### src/blk_xfer_pkg.sv
// Purpose: Shared constants and types of the block transfer controller.
// Assumes: APB register access, 32-bit data, one aligned word per register.
package blk_xfer_pkg;

  localparam logic [11:0] CH_BASE = 12'h080;
  localparam logic [11:0] CH_STRIDE = 12'h010;
  localparam logic [1:0] REG_PERIPH_ADDR = 2'h0;
  localparam logic [1:0] REG_CONTROL = 2'h1;
  localparam logic [1:0] REG_MEM_PTR = 2'h2;
  localparam logic [1:0] REG_COUNT = 2'h3;
  localparam logic [31:0] PERIPH_ADDR_RST = 32'hFFE00000;
  localparam logic [31:0] MEM_PTR_RST = 32'h00000000;
  localparam logic [15:0] COUNT_RST = 16'h0000;
  localparam logic [2:0] CONTROL_RST = 3'h0;
  localparam int DIR_BIT = 0;
  localparam int SIZE_LSB = 1;

  typedef enum logic [1:0] {
    SIZE_BYTE = 2'b00,
    SIZE_HALF = 2'b01,
    SIZE_WORD = 2'b10,
    SIZE_RSVD = 2'b11
  } xfer_size_t;

  typedef enum logic [1:0] {
    ST_IDLE = 2'b00,
    ST_READ = 2'b01,
    ST_WRITE = 2'b10
  } xfer_state_t;

  typedef struct packed {
    logic req;
    logic write;
    xfer_size_t size;
    logic [31:0] addr;
    logic [31:0] wdata;
  } bus_req_t;

  typedef struct packed {
    logic ack;
    logic [31:0] rdata;
  } bus_rsp_t;

endpackage

### src/block_transfer_controller.sv
// Purpose: Multi-channel block transfer engine between memory and peripherals.
// Assumes: Triggers and bus answers come from logic on pclk; bus holds ack one cycle.
// Notes: Registers are APB mapped; channel end signals are levels, high at zero count.
//
// The implementer's own choices: the placing of the registers and the APB register port.
`timescale 1ns/100ps
module block_transfer_controller
  import blk_xfer_pkg::*;
#(
  parameter int NCH = 11
) (
  input wire logic pclk,
  input wire logic presetn,
  input wire logic psel,
  input wire logic penable,
  input wire logic pwrite,
  input wire logic [11:0] paddr,
  input wire logic [31:0] pwdata,
  output logic [31:0] prdata,
  output logic pready,
  output logic pslverr,
  input wire logic [NCH-1:0] trigger,
  output logic [NCH-1:0] block_end_signal,
  output bus_req_t bus_req,
  input wire bus_rsp_t bus_rsp
);

  localparam int CW = $clog2(NCH);

  logic [31:0] periph_q [NCH];
  logic [2:0] ctrl_q [NCH];
  logic [31:0] mptr_q [NCH];
  logic [15:0] cnt_q [NCH];
  logic [NCH-1:0] trig_prev_q;
  logic [NCH-1:0] pend_q;
  logic [NCH-1:0] end_q;
  logic [31:0] prdata_q;
  logic pready_q;
  logic pslverr_q;
  bus_req_t req_q;
  xfer_state_t state_q;
  logic [CW-1:0] cur_q;
  logic grant_ok;
  logic [CW-1:0] grant_ch;
  logic done;
  logic wr_hit;
  logic wr_ok;
  logic [CW-1:0] wr_ch;
  logic [1:0] wr_reg;
  logic [NCH-1:0] armed;

  // Address step for one transfer; the reserved code leaves the pointer still.
  function automatic logic [31:0] size_step(input logic [1:0] sz);
    case (sz)
      SIZE_BYTE: size_step = 32'h00000001;
      SIZE_HALF: size_step = 32'h00000002;
      SIZE_WORD: size_step = 32'h00000004;
      default: size_step = 32'h00000000;
    endcase
  endfunction

  // Maps an APB address onto a channel and a register within it.
  function automatic logic decode(input logic [11:0] a, output logic [CW-1:0] ch,
                                  output logic [1:0] rg);
    logic [11:0] rel;
    rel = a - CH_BASE;
    ch = rel[CW+3:4];
    rg = rel[3:2];
    decode = (a >= CH_BASE) && (rel < CH_STRIDE * 12'(NCH));
  endfunction

  always_comb begin
    for (int i = 0; i < NCH; i++) begin
      armed[i] = (cnt_q[i] != COUNT_RST);
    end
  end

  // Lowest numbered pending channel wins the bus.
  always_comb begin
    grant_ok = 1'b0;
    grant_ch = '0;
    for (int i = NCH - 1; i >= 0; i--) begin
      if (pend_q[i] && armed[i]) begin
        grant_ok = 1'b1;
        grant_ch = CW'(i);
      end
    end
  end

  assign done = (state_q == ST_WRITE) && bus_rsp.ack;
  assign wr_hit = psel && penable && pready_q && pwrite;
  always_comb begin
    wr_ok = decode(paddr, wr_ch, wr_reg);
  end

  // APB slave: answer registered in the setup cycle, ready in the access cycle.
  always_ff @(posedge pclk or negedge presetn) begin
    logic [CW-1:0] rch;
    logic [1:0] rrg;
    logic hit;
    if (!presetn) begin
      prdata_q <= 32'h00000000;
      pready_q <= 1'b0;
      pslverr_q <= 1'b0;
    end else if (psel && !penable) begin
      hit = decode(paddr, rch, rrg);
      pready_q <= 1'b1;
      pslverr_q <= !hit;
      prdata_q <= 32'h00000000;
      if (hit) begin
        case (rrg)
          REG_PERIPH_ADDR: prdata_q <= periph_q[rch];
          REG_CONTROL: prdata_q <= {29'h0, ctrl_q[rch]};
          REG_MEM_PTR: prdata_q <= mptr_q[rch];
          default: prdata_q <= {16'h0, cnt_q[rch]};
        endcase
      end
    end else begin
      pready_q <= 1'b0;
      pslverr_q <= 1'b0;
    end
  end

  // Configuration is free per channel, so any peripheral may be served.
  always_ff @(posedge pclk or negedge presetn) begin
    if (!presetn) begin
      for (int i = 0; i < NCH; i++) begin
        periph_q[i] <= PERIPH_ADDR_RST;
        ctrl_q[i] <= CONTROL_RST;
      end
    end else if (wr_hit && wr_ok) begin
      if (wr_reg == REG_PERIPH_ADDR) begin
        periph_q[wr_ch] <= pwdata;
      end
      if (wr_reg == REG_CONTROL) begin
        ctrl_q[wr_ch] <= pwdata[2:0];
      end
    end
  end

  // Software writes win; otherwise a finished transfer advances the pointer.
  always_ff @(posedge pclk or negedge presetn) begin
    if (!presetn) begin
      for (int i = 0; i < NCH; i++) begin
        mptr_q[i] <= MEM_PTR_RST;
      end
    end else begin
      for (int i = 0; i < NCH; i++) begin
        if (wr_hit && wr_ok && wr_ch == CW'(i) && wr_reg == REG_MEM_PTR) begin
          mptr_q[i] <= pwdata;
        end else if (done && cur_q == CW'(i)) begin
          mptr_q[i] <= mptr_q[i] + size_step(ctrl_q[i][SIZE_LSB +: 2]);
        end
      end
    end
  end

  // A count written in the cycle a transfer finishes is kept as written, not decremented.
  always_ff @(posedge pclk or negedge presetn) begin
    if (!presetn) begin
      for (int i = 0; i < NCH; i++) begin
        cnt_q[i] <= COUNT_RST;
      end
    end else begin
      for (int i = 0; i < NCH; i++) begin
        if (wr_hit && wr_ok && wr_ch == CW'(i) && wr_reg == REG_COUNT) begin
          cnt_q[i] <= pwdata[15:0];
        end else if (done && cur_q == CW'(i) && armed[i]) begin
          cnt_q[i] <= cnt_q[i] - 16'h0001;
        end
      end
    end
  end

  // A rising trigger marks one transfer; a new trigger beats a same-cycle clear.
  always_ff @(posedge pclk or negedge presetn) begin
    if (!presetn) begin
      trig_prev_q <= '0;
      pend_q <= '0;
    end else begin
      trig_prev_q <= trigger;
      for (int i = 0; i < NCH; i++) begin
        if (trigger[i] && !trig_prev_q[i] && armed[i]) begin
          pend_q[i] <= 1'b1;
        end else if (!armed[i] || (state_q == ST_IDLE && grant_ok && grant_ch == CW'(i))) begin
          pend_q[i] <= 1'b0;
        end
      end
    end
  end

  // The end signal is the only completion report; the block keeps no status.
  always_ff @(posedge pclk or negedge presetn) begin
    if (!presetn) begin
      end_q <= '0;
    end else begin
      for (int i = 0; i < NCH; i++) begin
        end_q[i] <= !armed[i];
      end
    end
  end

  // One read then one write per transfer; the bus is dropped between transfers.
  always_ff @(posedge pclk or negedge presetn) begin
    if (!presetn) begin
      state_q <= ST_IDLE;
      cur_q <= '0;
      req_q <= '0;
    end else begin
      case (state_q)
        ST_IDLE: begin
          if (grant_ok) begin
            cur_q <= grant_ch;
            state_q <= ST_READ;
            req_q.req <= 1'b1;
            req_q.write <= 1'b0;
            req_q.size <= xfer_size_t'(ctrl_q[grant_ch][SIZE_LSB +: 2]);
            req_q.addr <= ctrl_q[grant_ch][DIR_BIT] ? mptr_q[grant_ch]
                                                    : periph_q[grant_ch];
          end
        end
        ST_READ: begin
          if (bus_rsp.ack) begin
            state_q <= ST_WRITE;
            req_q.write <= 1'b1;
            req_q.wdata <= bus_rsp.rdata;
            req_q.addr <= ctrl_q[cur_q][DIR_BIT] ? periph_q[cur_q] : mptr_q[cur_q];
          end
        end
        ST_WRITE: begin
          if (bus_rsp.ack) begin
            state_q <= ST_IDLE;
            req_q.req <= 1'b0;
            req_q.write <= 1'b0;
          end
        end
        default: begin
          state_q <= ST_IDLE;
          req_q.req <= 1'b0;
        end
      endcase
    end
  end

  assign prdata = prdata_q;
  assign pready = pready_q;
  assign pslverr = pslverr_q;
  assign block_end_signal = end_q;
  assign bus_req = req_q;

  // A software write to the serving channel overrides the hardware update in that cycle.
  logic sw_ptr_cur;
  logic sw_cnt_cur;
  assign sw_ptr_cur = wr_hit && wr_ok && wr_ch == cur_q && wr_reg == REG_MEM_PTR;
  assign sw_cnt_cur = wr_hit && wr_ok && wr_ch == cur_q && wr_reg == REG_COUNT;
endmodule // block_transfer_controller

### config.mk
export PLATFORM = sky130hd
export DESIGN_NAME = block_transfer_controller
export DESIGN_NICKNAME = d
export VERILOG_FILES = /design/src/blk_xfer_pkg.sv /design/src/block_transfer_controller.sv
export SDC_FILE = /design/constraint.sdc
export NUM_CORES = 2
export LEC_CHECK = 0
export BUFFER_PORTS_ARGS = -buffer_cell sky130_fd_sc_hd__clkbuf_2
export CELL_PAD_IN_SITES_DETAIL_PLACEMENT = 0
export CELL_PAD_IN_SITES_GLOBAL_PLACEMENT = 1
export CORE_ASPECT_RATIO = 0.75
export CORE_MARGIN = 2
export CORE_UTILIZATION = 25
export DETAILED_ROUTE_END_ITERATION = 12
export PLACE_DENSITY = 0.48
export SLEW_MARGIN = 20
export SYNTH_ARGS = -nofsm -noshare
export SYNTH_HDL_FRONTEND = slang
export SYNTH_SLANG_ARGS = --single-unit
export TNS_END_PERCENT = 100
### constraint.sdc
create_clock -name pclk -period 3.7 [get_ports pclk]
set_input_delay 0.925 -clock pclk [delete_from_list [all_inputs] [get_ports pclk]]
set_output_delay 0.925 -clock pclk [all_outputs]
set_load 0.01 [all_outputs]
Word level (Yosys, flattened, before mapping)
Index checks and enable logic that the tools add are counted.
Storage, ports and cells
  register bits: 1054
  input port bits: 93
  word-level logic and storage cells: 546
Cells by class
  add/subtract/negate cells: 23
  order comparisons: 6
  equality and inequality tests: 60
  multiplexer cells: 173
  bitwise logic cells: 4
  reduce and logical (&&, ||, !) cells: 213
Operators by type and width (number)
  $mux W32: 60
  $bmux W32 S4: 6
  $mux W16: 24
  $add A32 B32 Y32: 11
  $bwmux W352: 1
  $reduce_bool A16 Y1: 11
  $sub A16 B1 Y16 const B: 11
  $demux W32 S4: 1
  $logic_and A1 B1 Y1: 108
  $pmux W3 S3: 11
  $pmux W32 S3: 1
  $reduce_bool A2 Y1: 34
  $bmux W16 S4: 1
  $mux W64: 1
  $pmux W32 S2: 1
  $eq A4 B3 Y1 const B: 12
  $mux W4: 11
  $mux W1: 38
  $bmux W3 S4: 3
  $eq A4 B4 Y1 const B: 9
  $mux W36: 1
  $bwmux W33: 1
  $eq A2 B2 Y1 const B: 14
  $eq A2 B1 Y1 const B: 13
  23 further kinds: 95

Logic depth before layout (Yosys ltp)
  depth in word-level cells: 20
  gate-level depth with buffers: 16

Least setup slack after synthesis
No wires, ideal clock.
  path type: input -> register
  start: input port paddr[7]
  end: register periph_q[321] (netlist bit)
  setup time: 0.125 ns
  data arrival time: 3.770 ns
  required time: 3.575 ns
  path slack: -0.194 ns
  cell stages on the path: 12
  buffers on the path: 4
  cells stage by stage: clkbuf_1 > inv_1 > clkbuf_1 > clkbuf_1 > ha_1 > xnor2_1 > nand4b_1 > or4_1 > nor3_1 > nand2_1 > buf_1 > mux2_2
On the way
  cells in the longest elaborated chain, start to end: 7
  elaborated cells on any way between the ends: 13
  those cells by class: 1 x add/sub; 4 x order compare; 3 x mux; 1 x bitwise; 4 x reduce/logical
Ends and longest elaborated chain
  start: declaration: RTL line block_transfer_controller.sv:17  | input wire logic [11:0] paddr,
  $sub A12 B8 Y12: RTL line block_transfer_controller.sv:66  | rel = a - CH_BASE;
  $not A4 Y5 (not written as such): RTL line block_transfer_controller.sv:133  | periph_q[wr_ch] <= pwdata;
  $ge A5 B5 Y1 (not written as such) / $lt A5 B1 Y1 (equally long branches): RTL line block_transfer_controller.sv:133
  $logic_and A1 B1 Y1 (not written as such): RTL line block_transfer_controller.sv:133
  $mux W32 (not written as such): RTL line block_transfer_controller.sv:133
  $demux W32 S4: RTL line block_transfer_controller.sv:133
  $bwmux W352: RTL line block_transfer_controller.sv:133
  end signal: indexed assignment: RTL line block_transfer_controller.sv:133
  end: declaration: RTL line block_transfer_controller.sv:30  | logic [31:0] periph_q [NCH];
Parallel ways exist; a longest one is shown, timed or not.
A chain may end at the register's enable or synchronous reset.

Worst setup path in the final report
  start: register cnt_q[171] (netlist bit)
  end: register req_q, in the netlist bus_req[58]
On the way
  cells in the longest elaborated chain, start to end: 10
  elaborated cells on any way between the ends: 19
  those cells by class: 1 x eq/ne; 14 x mux; 1 x bitwise; 3 x reduce/logical
Ends and longest elaborated chain
  start: declaration: RTL line block_transfer_controller.sv:33  | logic [15:0] cnt_q [NCH];
  start signal: indexed assignment: RTL line block_transfer_controller.sv:167  | cnt_q[i] <= pwdata[15:0];
  start signal: indexed assignment: RTL line block_transfer_controller.sv:169  | cnt_q[i] <= cnt_q[i] - 16'h0001;
  $reduce_bool A16 Y1 (*): RTL line block_transfer_controller.sv:74  | armed[i] = (cnt_q[i] != COUNT_RST);
  $logic_and A1 B1 Y1 (*): RTL line block_transfer_controller.sv:83  | if (pend_q[i] && armed[i]) begin
  $mux W4: RTL line block_transfer_controller.sv:83
  $not A4 Y5 (not written as such): RTL line block_transfer_controller.sv:218, block_transfer_controller.sv:219
  $bmux W32 S4 (tied with other cells): RTL line block_transfer_controller.sv:219  | : periph_q[grant_ch];
  $mux W32 (not written as such) (tied with other cells) (2 in series): RTL line block_transfer_controller.sv:219
  $mux W32: RTL line block_transfer_controller.sv:218  | req_q.addr <= ctrl_q[grant_ch][DIR_BIT] ? mptr_q[grant_ch]
  $mux W36: RTL line block_transfer_controller.sv:212  | if (grant_ok) begin
  $pmux W32 S2: RTL line block_transfer_controller.sv:210  | case (state_q)
  end: declaration: RTL line block_transfer_controller.sv:40  | bus_req_t req_q;
Mark *: on every way between the ends. The rest lies on a longest branch, timed or not. The select of a mux whose other input is x is not followed.

==> impl_metrics.sql <==
INSERT INTO impl_metrics (metric_group, metric, value, unit) VALUES
('outcome', 'status', 'complete, but fails checks', ''),
('outcome', 'violations_in_the_final_reports', 'negative setup slack', ''),
('critical_path', 'crit_path_top_delay_cell', 'o41a_1', ''),
('clock_network', 'clock_insertion_delay_worst_skew', '0.85', 'ns'),
('critical_path', 'cp_num_buf_inv', '6', ''),
('timing', 'max_freq', '0.234', 'GHz'),
('timing', 'setup_slack', '-0.569', 'ns'),
('synth', 'synth.distinct_cells', '84', ''),
('timing', 'transition_at_the_pin_with_the_smallest_max_transition_slack', '1.19', 'ns'),
('clock_network', 'cts_max_level', '4', ''),
('synth', 'most_area_hungry_cell_type_in_the_yosys_netlist', 'dfrtp_1', ''),
('timing', 'fin_max_slew_vios', '0', ''),
('synth', 'synth_cells', '7237', ''),
('clock_network', 'cts-buffers-inserted', '147', ''),
('die', 'fp.dieArea', '279000', 'um2'),
('clock_network', 'clockRootBuffer', 'clkbuf_16', ''),
('power', 'finalPower', '56.1', 'mW'),
('route', 'route.vias.total', '65500', ''),
('route', 'route.detailed.drc', '0', ''),
('place', 'portBuffers', '203', ''),
('die', 'pin_count', '206', ''),
('global_route', 'via_count_of_the_first_global_routing_pass', '62400', ''),
('route', 'drt.antenna.violating_nets', '0', ''),
('critical_path', 'worst_ep_arrival_time', '5.01', 'ns'),
('global_route', 'antenna_violations_before_repair', '26', ''),
('route', 'route.detailed.vias_per_inst', '5.57', ''),
('power', 'peakVddDrop', '0.606', 'mV'),
('die', 'rows', '166', ''),
('synth', 'synth.ff_latch_count', '1054', ''),
('final_layout', 'register_area', '26500', 'um2'),
('final_layout', 'fin_nets', '8177', ''),
('critical_path', 'timing.rr.start', 'cnt_q[171]$_DFFE_PN0P_', ''),
('timing', 'period_share', '115', '%'),
('final_layout', 'area_growth_syn_to_layout', '28.1', '%'),
('synth', 'yosys.area_share.simple', '16.2', '%'),
('critical_path', 'worstSetupStartpoint', 'cnt_q[171]$_DFFE_PN0P_', ''),
('min_path', 'hold_path_class', 'input pin to asynchronous set/reset pin', ''),
('critical_path', 'timing.critical_path.slowest_cell_delay', '0.61', 'ns'),
('place', 'postPlaceCellArea', '81300', 'um2'),
('final_layout', 'multi_input_area', '40100', 'um2'),
('synth', 'synth_enable_flop_cells', '0', ''),
('power', 'static-leakage-power', '37.4', 'nW'),
('timing', 'period_needed', '4.27', 'ns'),
('synth', 'ys_seq_area_share', '38.6', '%'),
('clock_network', 'tritoncts', 'yes', ''),
('clock_network', 'cts.hold.buffers_added', '0', ''),
('clock_network', 'clock_tree.buffer_depth', '4', ''),
('synth', 'combinational_family_with_the_most_area_after_synthesis', 'multiplexers', ''),
('critical_path', 'cpLargestDelayFamily', 'simple AND/OR/NAND/NOR gates', ''),
('die', 'die_height', '458', 'um'),
('route', 'wirelength', '381000', 'um'),
('place', 'place.detailed.instances', '11400', ''),
('timing', 'timing.clock.skew', '0.0515', 'ns'),
('synth', 'synth_mux_area_share', '20.5', '%'),
('synth', 'synth_compound_area_share', '13.5', '%'),
('route', 'detail_route.first_pass.iterations', '6', ''),
('global_route', 'grt_pass1_wl', '522000', 'um'),
('place', 'total_half_perimeter_wirelength_after_legalization_and_detailed_placement', '273000', 'um'),
('global_route', 'total_global_routing_overflow', '0', ''),
('synth', 'synth_xor_xnor_area_share', '6.06', '%'),
('timing', 'setup-violations-final', '46', ''),
('synth', 'postSynth.asyncResetShare', '100', '%'),
('critical_path', 'timing.critical_path.to_type', 'register', ''),
('timing', 'finalHoldViolations', '0', ''),
('route', 'detail_routed_net_length_per_standard_cell', '32.4', 'um'),
('global_route', 'global_route.usage.total', '26.4', '%'),
('critical_path', 'worst_setup_path_start_kind', 'register', ''),
('die', 'start_util', '25.2', '%'),
('timing', 'rsz0062_at_grt', 'true', ''),
('job', 'timing.max_cap.violations', '0', ''),
('final_layout', 'layout.cell_area.non_filler', '87900', 'um2');
synthesized netlist by cell type (30+ instances only):
master    number
a211oi_1     128
a21oi_1      673
a221oi_1      92
a31oi_1       74
a32oi_1       37
and3_1        83
buf_1        124
buf_2         37
clkbuf_1     442
dfrtp_1      933
dfstp_2      121
ha_1          45
inv_1         99
mux2_2       514
mux2i_1      159
mux4_2       296
nand2_1      792
nand2b_1      30
nand3_1      238
nand4_1       87
nor2_1       946
nor2b_1       51
nor3_1        84
nor4_1        56
o211ai_1      35
o21ai_0      129
o22ai_1       46
o311ai_0      32
o31ai_1       70
xnor2_1      224
xor2_1       251
what timing repair did:
item | 4_1_cts | 5_1_grt
gates resized for setup | 121 | 67
endpoints found under the hold margin | 0 | 0
pin swaps | 51 | 34
setup buffers | 39 | 21
cloned | 6 | 5
endpoints found under the setup margin | 43 | 47
placed cells by master, fill, tap and decap left out, types with 28 or more instances in the layout:
cell type,count
nor2b_1,48
nand2_1,762
dfstp_2,121
nand4_1,87
o21ai_0,117
a221oi_1,90
or3_1,28
dfrtp_1,929
inv_1,97
o31ai_1,63
a32oi_1,32
o22ai_1,46
buf_12,158
clkbuf_8,34
buf_6,36
xor2_1,251
nor2_1,940
o311ai_0,29
mux4_2,296
nor3_1,75
a21oi_1,669
mux2i_1,158
nor4_1,50
o211ai_1,35
ha_1,45
a211oi_1,128
and3_1,82
a31oi_1,71
buf_4,833
xnor2_1,224
clkbuf_2,189
clkbuf_16,155
mux2_2,511
nand2b_1,29
nand3_1,229
worst reg2reg max path: stages, from the launching register on:
cell	delay, ns
dfrtp_1	0.38
or4_4	0.55
or4_4	0.54
o41a_1	0.61
a311oi_1	0.30
buf_4	0.18
o21ai_4	0.07
buf_6	0.13
buf_12	0.13
nor2_4	0.17
buf_6	0.16
buf_12	0.18
buf_12	0.18
a32oi_2	0.13
nand4_1	0.19
o31ai_1	0.09
a31o_1	0.19
metrics by stage:
stage               utilization (%)  setup slack, ns  TNS (ns)
floorplan                         -          0.00475         0
global placement               29.8           -0.794    -27.63
detailed placement             29.8           -0.761    -36.39
CTS                            32.0           -0.428    -12.14
global route                   32.2           -0.586    -19.71
finish                         32.2           -0.569    -17.95
where the power goes:
part | internal, mW | total [mW] | leakage, nW | switching [mW]
combinational | 10.8 | 27.9 | 20.9 | 17.0
sequential | 12.3 | 13.0 | 14.0 | 0.757
clock | 9.22 | 15.2 | 2.46 | 6.01
final cells by class:
cell class	instances	share of cell area (%)
Clock buffer	210	4.91
Multi-Input combinational cell	5477	45.6
Inverter	99	0.428
Antenna cell	12	0.0341
Tap cell	3612	5.14
Clock inverter	45	0.770
Timing Repair Buffer	1249	12.9
Sequential cell	1054	30.2
registers in the layout (all words and copies together) (netlist names):
signal	cells
cnt_q	176
bus_req	68
block_end_signal	11
cur_q	4
mptr_q	352
pend_q	11
trig_prev_q	11
pready	1
prdata	32
periph_q	352
state_q	2
pslverr	1
ctrl_q	33
logic make-up after synthesis:
logic type                 after synthesis
and+or+nand+nor                       2506
adders and majority gates               56
muxes                                  969
DFF                                   1054
xor gates and xnor gates               475
buffers and inverters                  706
AOI/OAI and AO/OA                     1471
metal layers:
layer  part of all wire (%)  wire, um  global-route usage (%)
met4                    2.9     10900                    6.90
met3                    9.2     35000                    6.11
met5                 0.0084        32                  0.0686
met2                     41    157000                    37.8
met1                     47    178000                    39.4
final timing paths:
| path | end | slack, ns | cells past startpoint |
|---|---|---|---|
| max | bus_req[58]$_DFFE_PN0P_ | -0.57 | 16 |
| min | cnt_q[106]$_DFFE_PN0P_ | 0.06 | 1 |
| max reg2reg | bus_req[58]$_DFFE_PN0P_ | -0.57 | 16 |
| min reg2reg | prdata[21]$_DFFE_PN0P_ | 0.49 | 2 |
| max in group asynchronous | cnt_q[134]$_DFFE_PN0P_ | 2.45 | 2 |
| min in group pclk | trig_prev_q[6]$_DFF_PN0_ | 0.20 | 1 |
No activity file was read; power rests on OpenSTA's default activity.
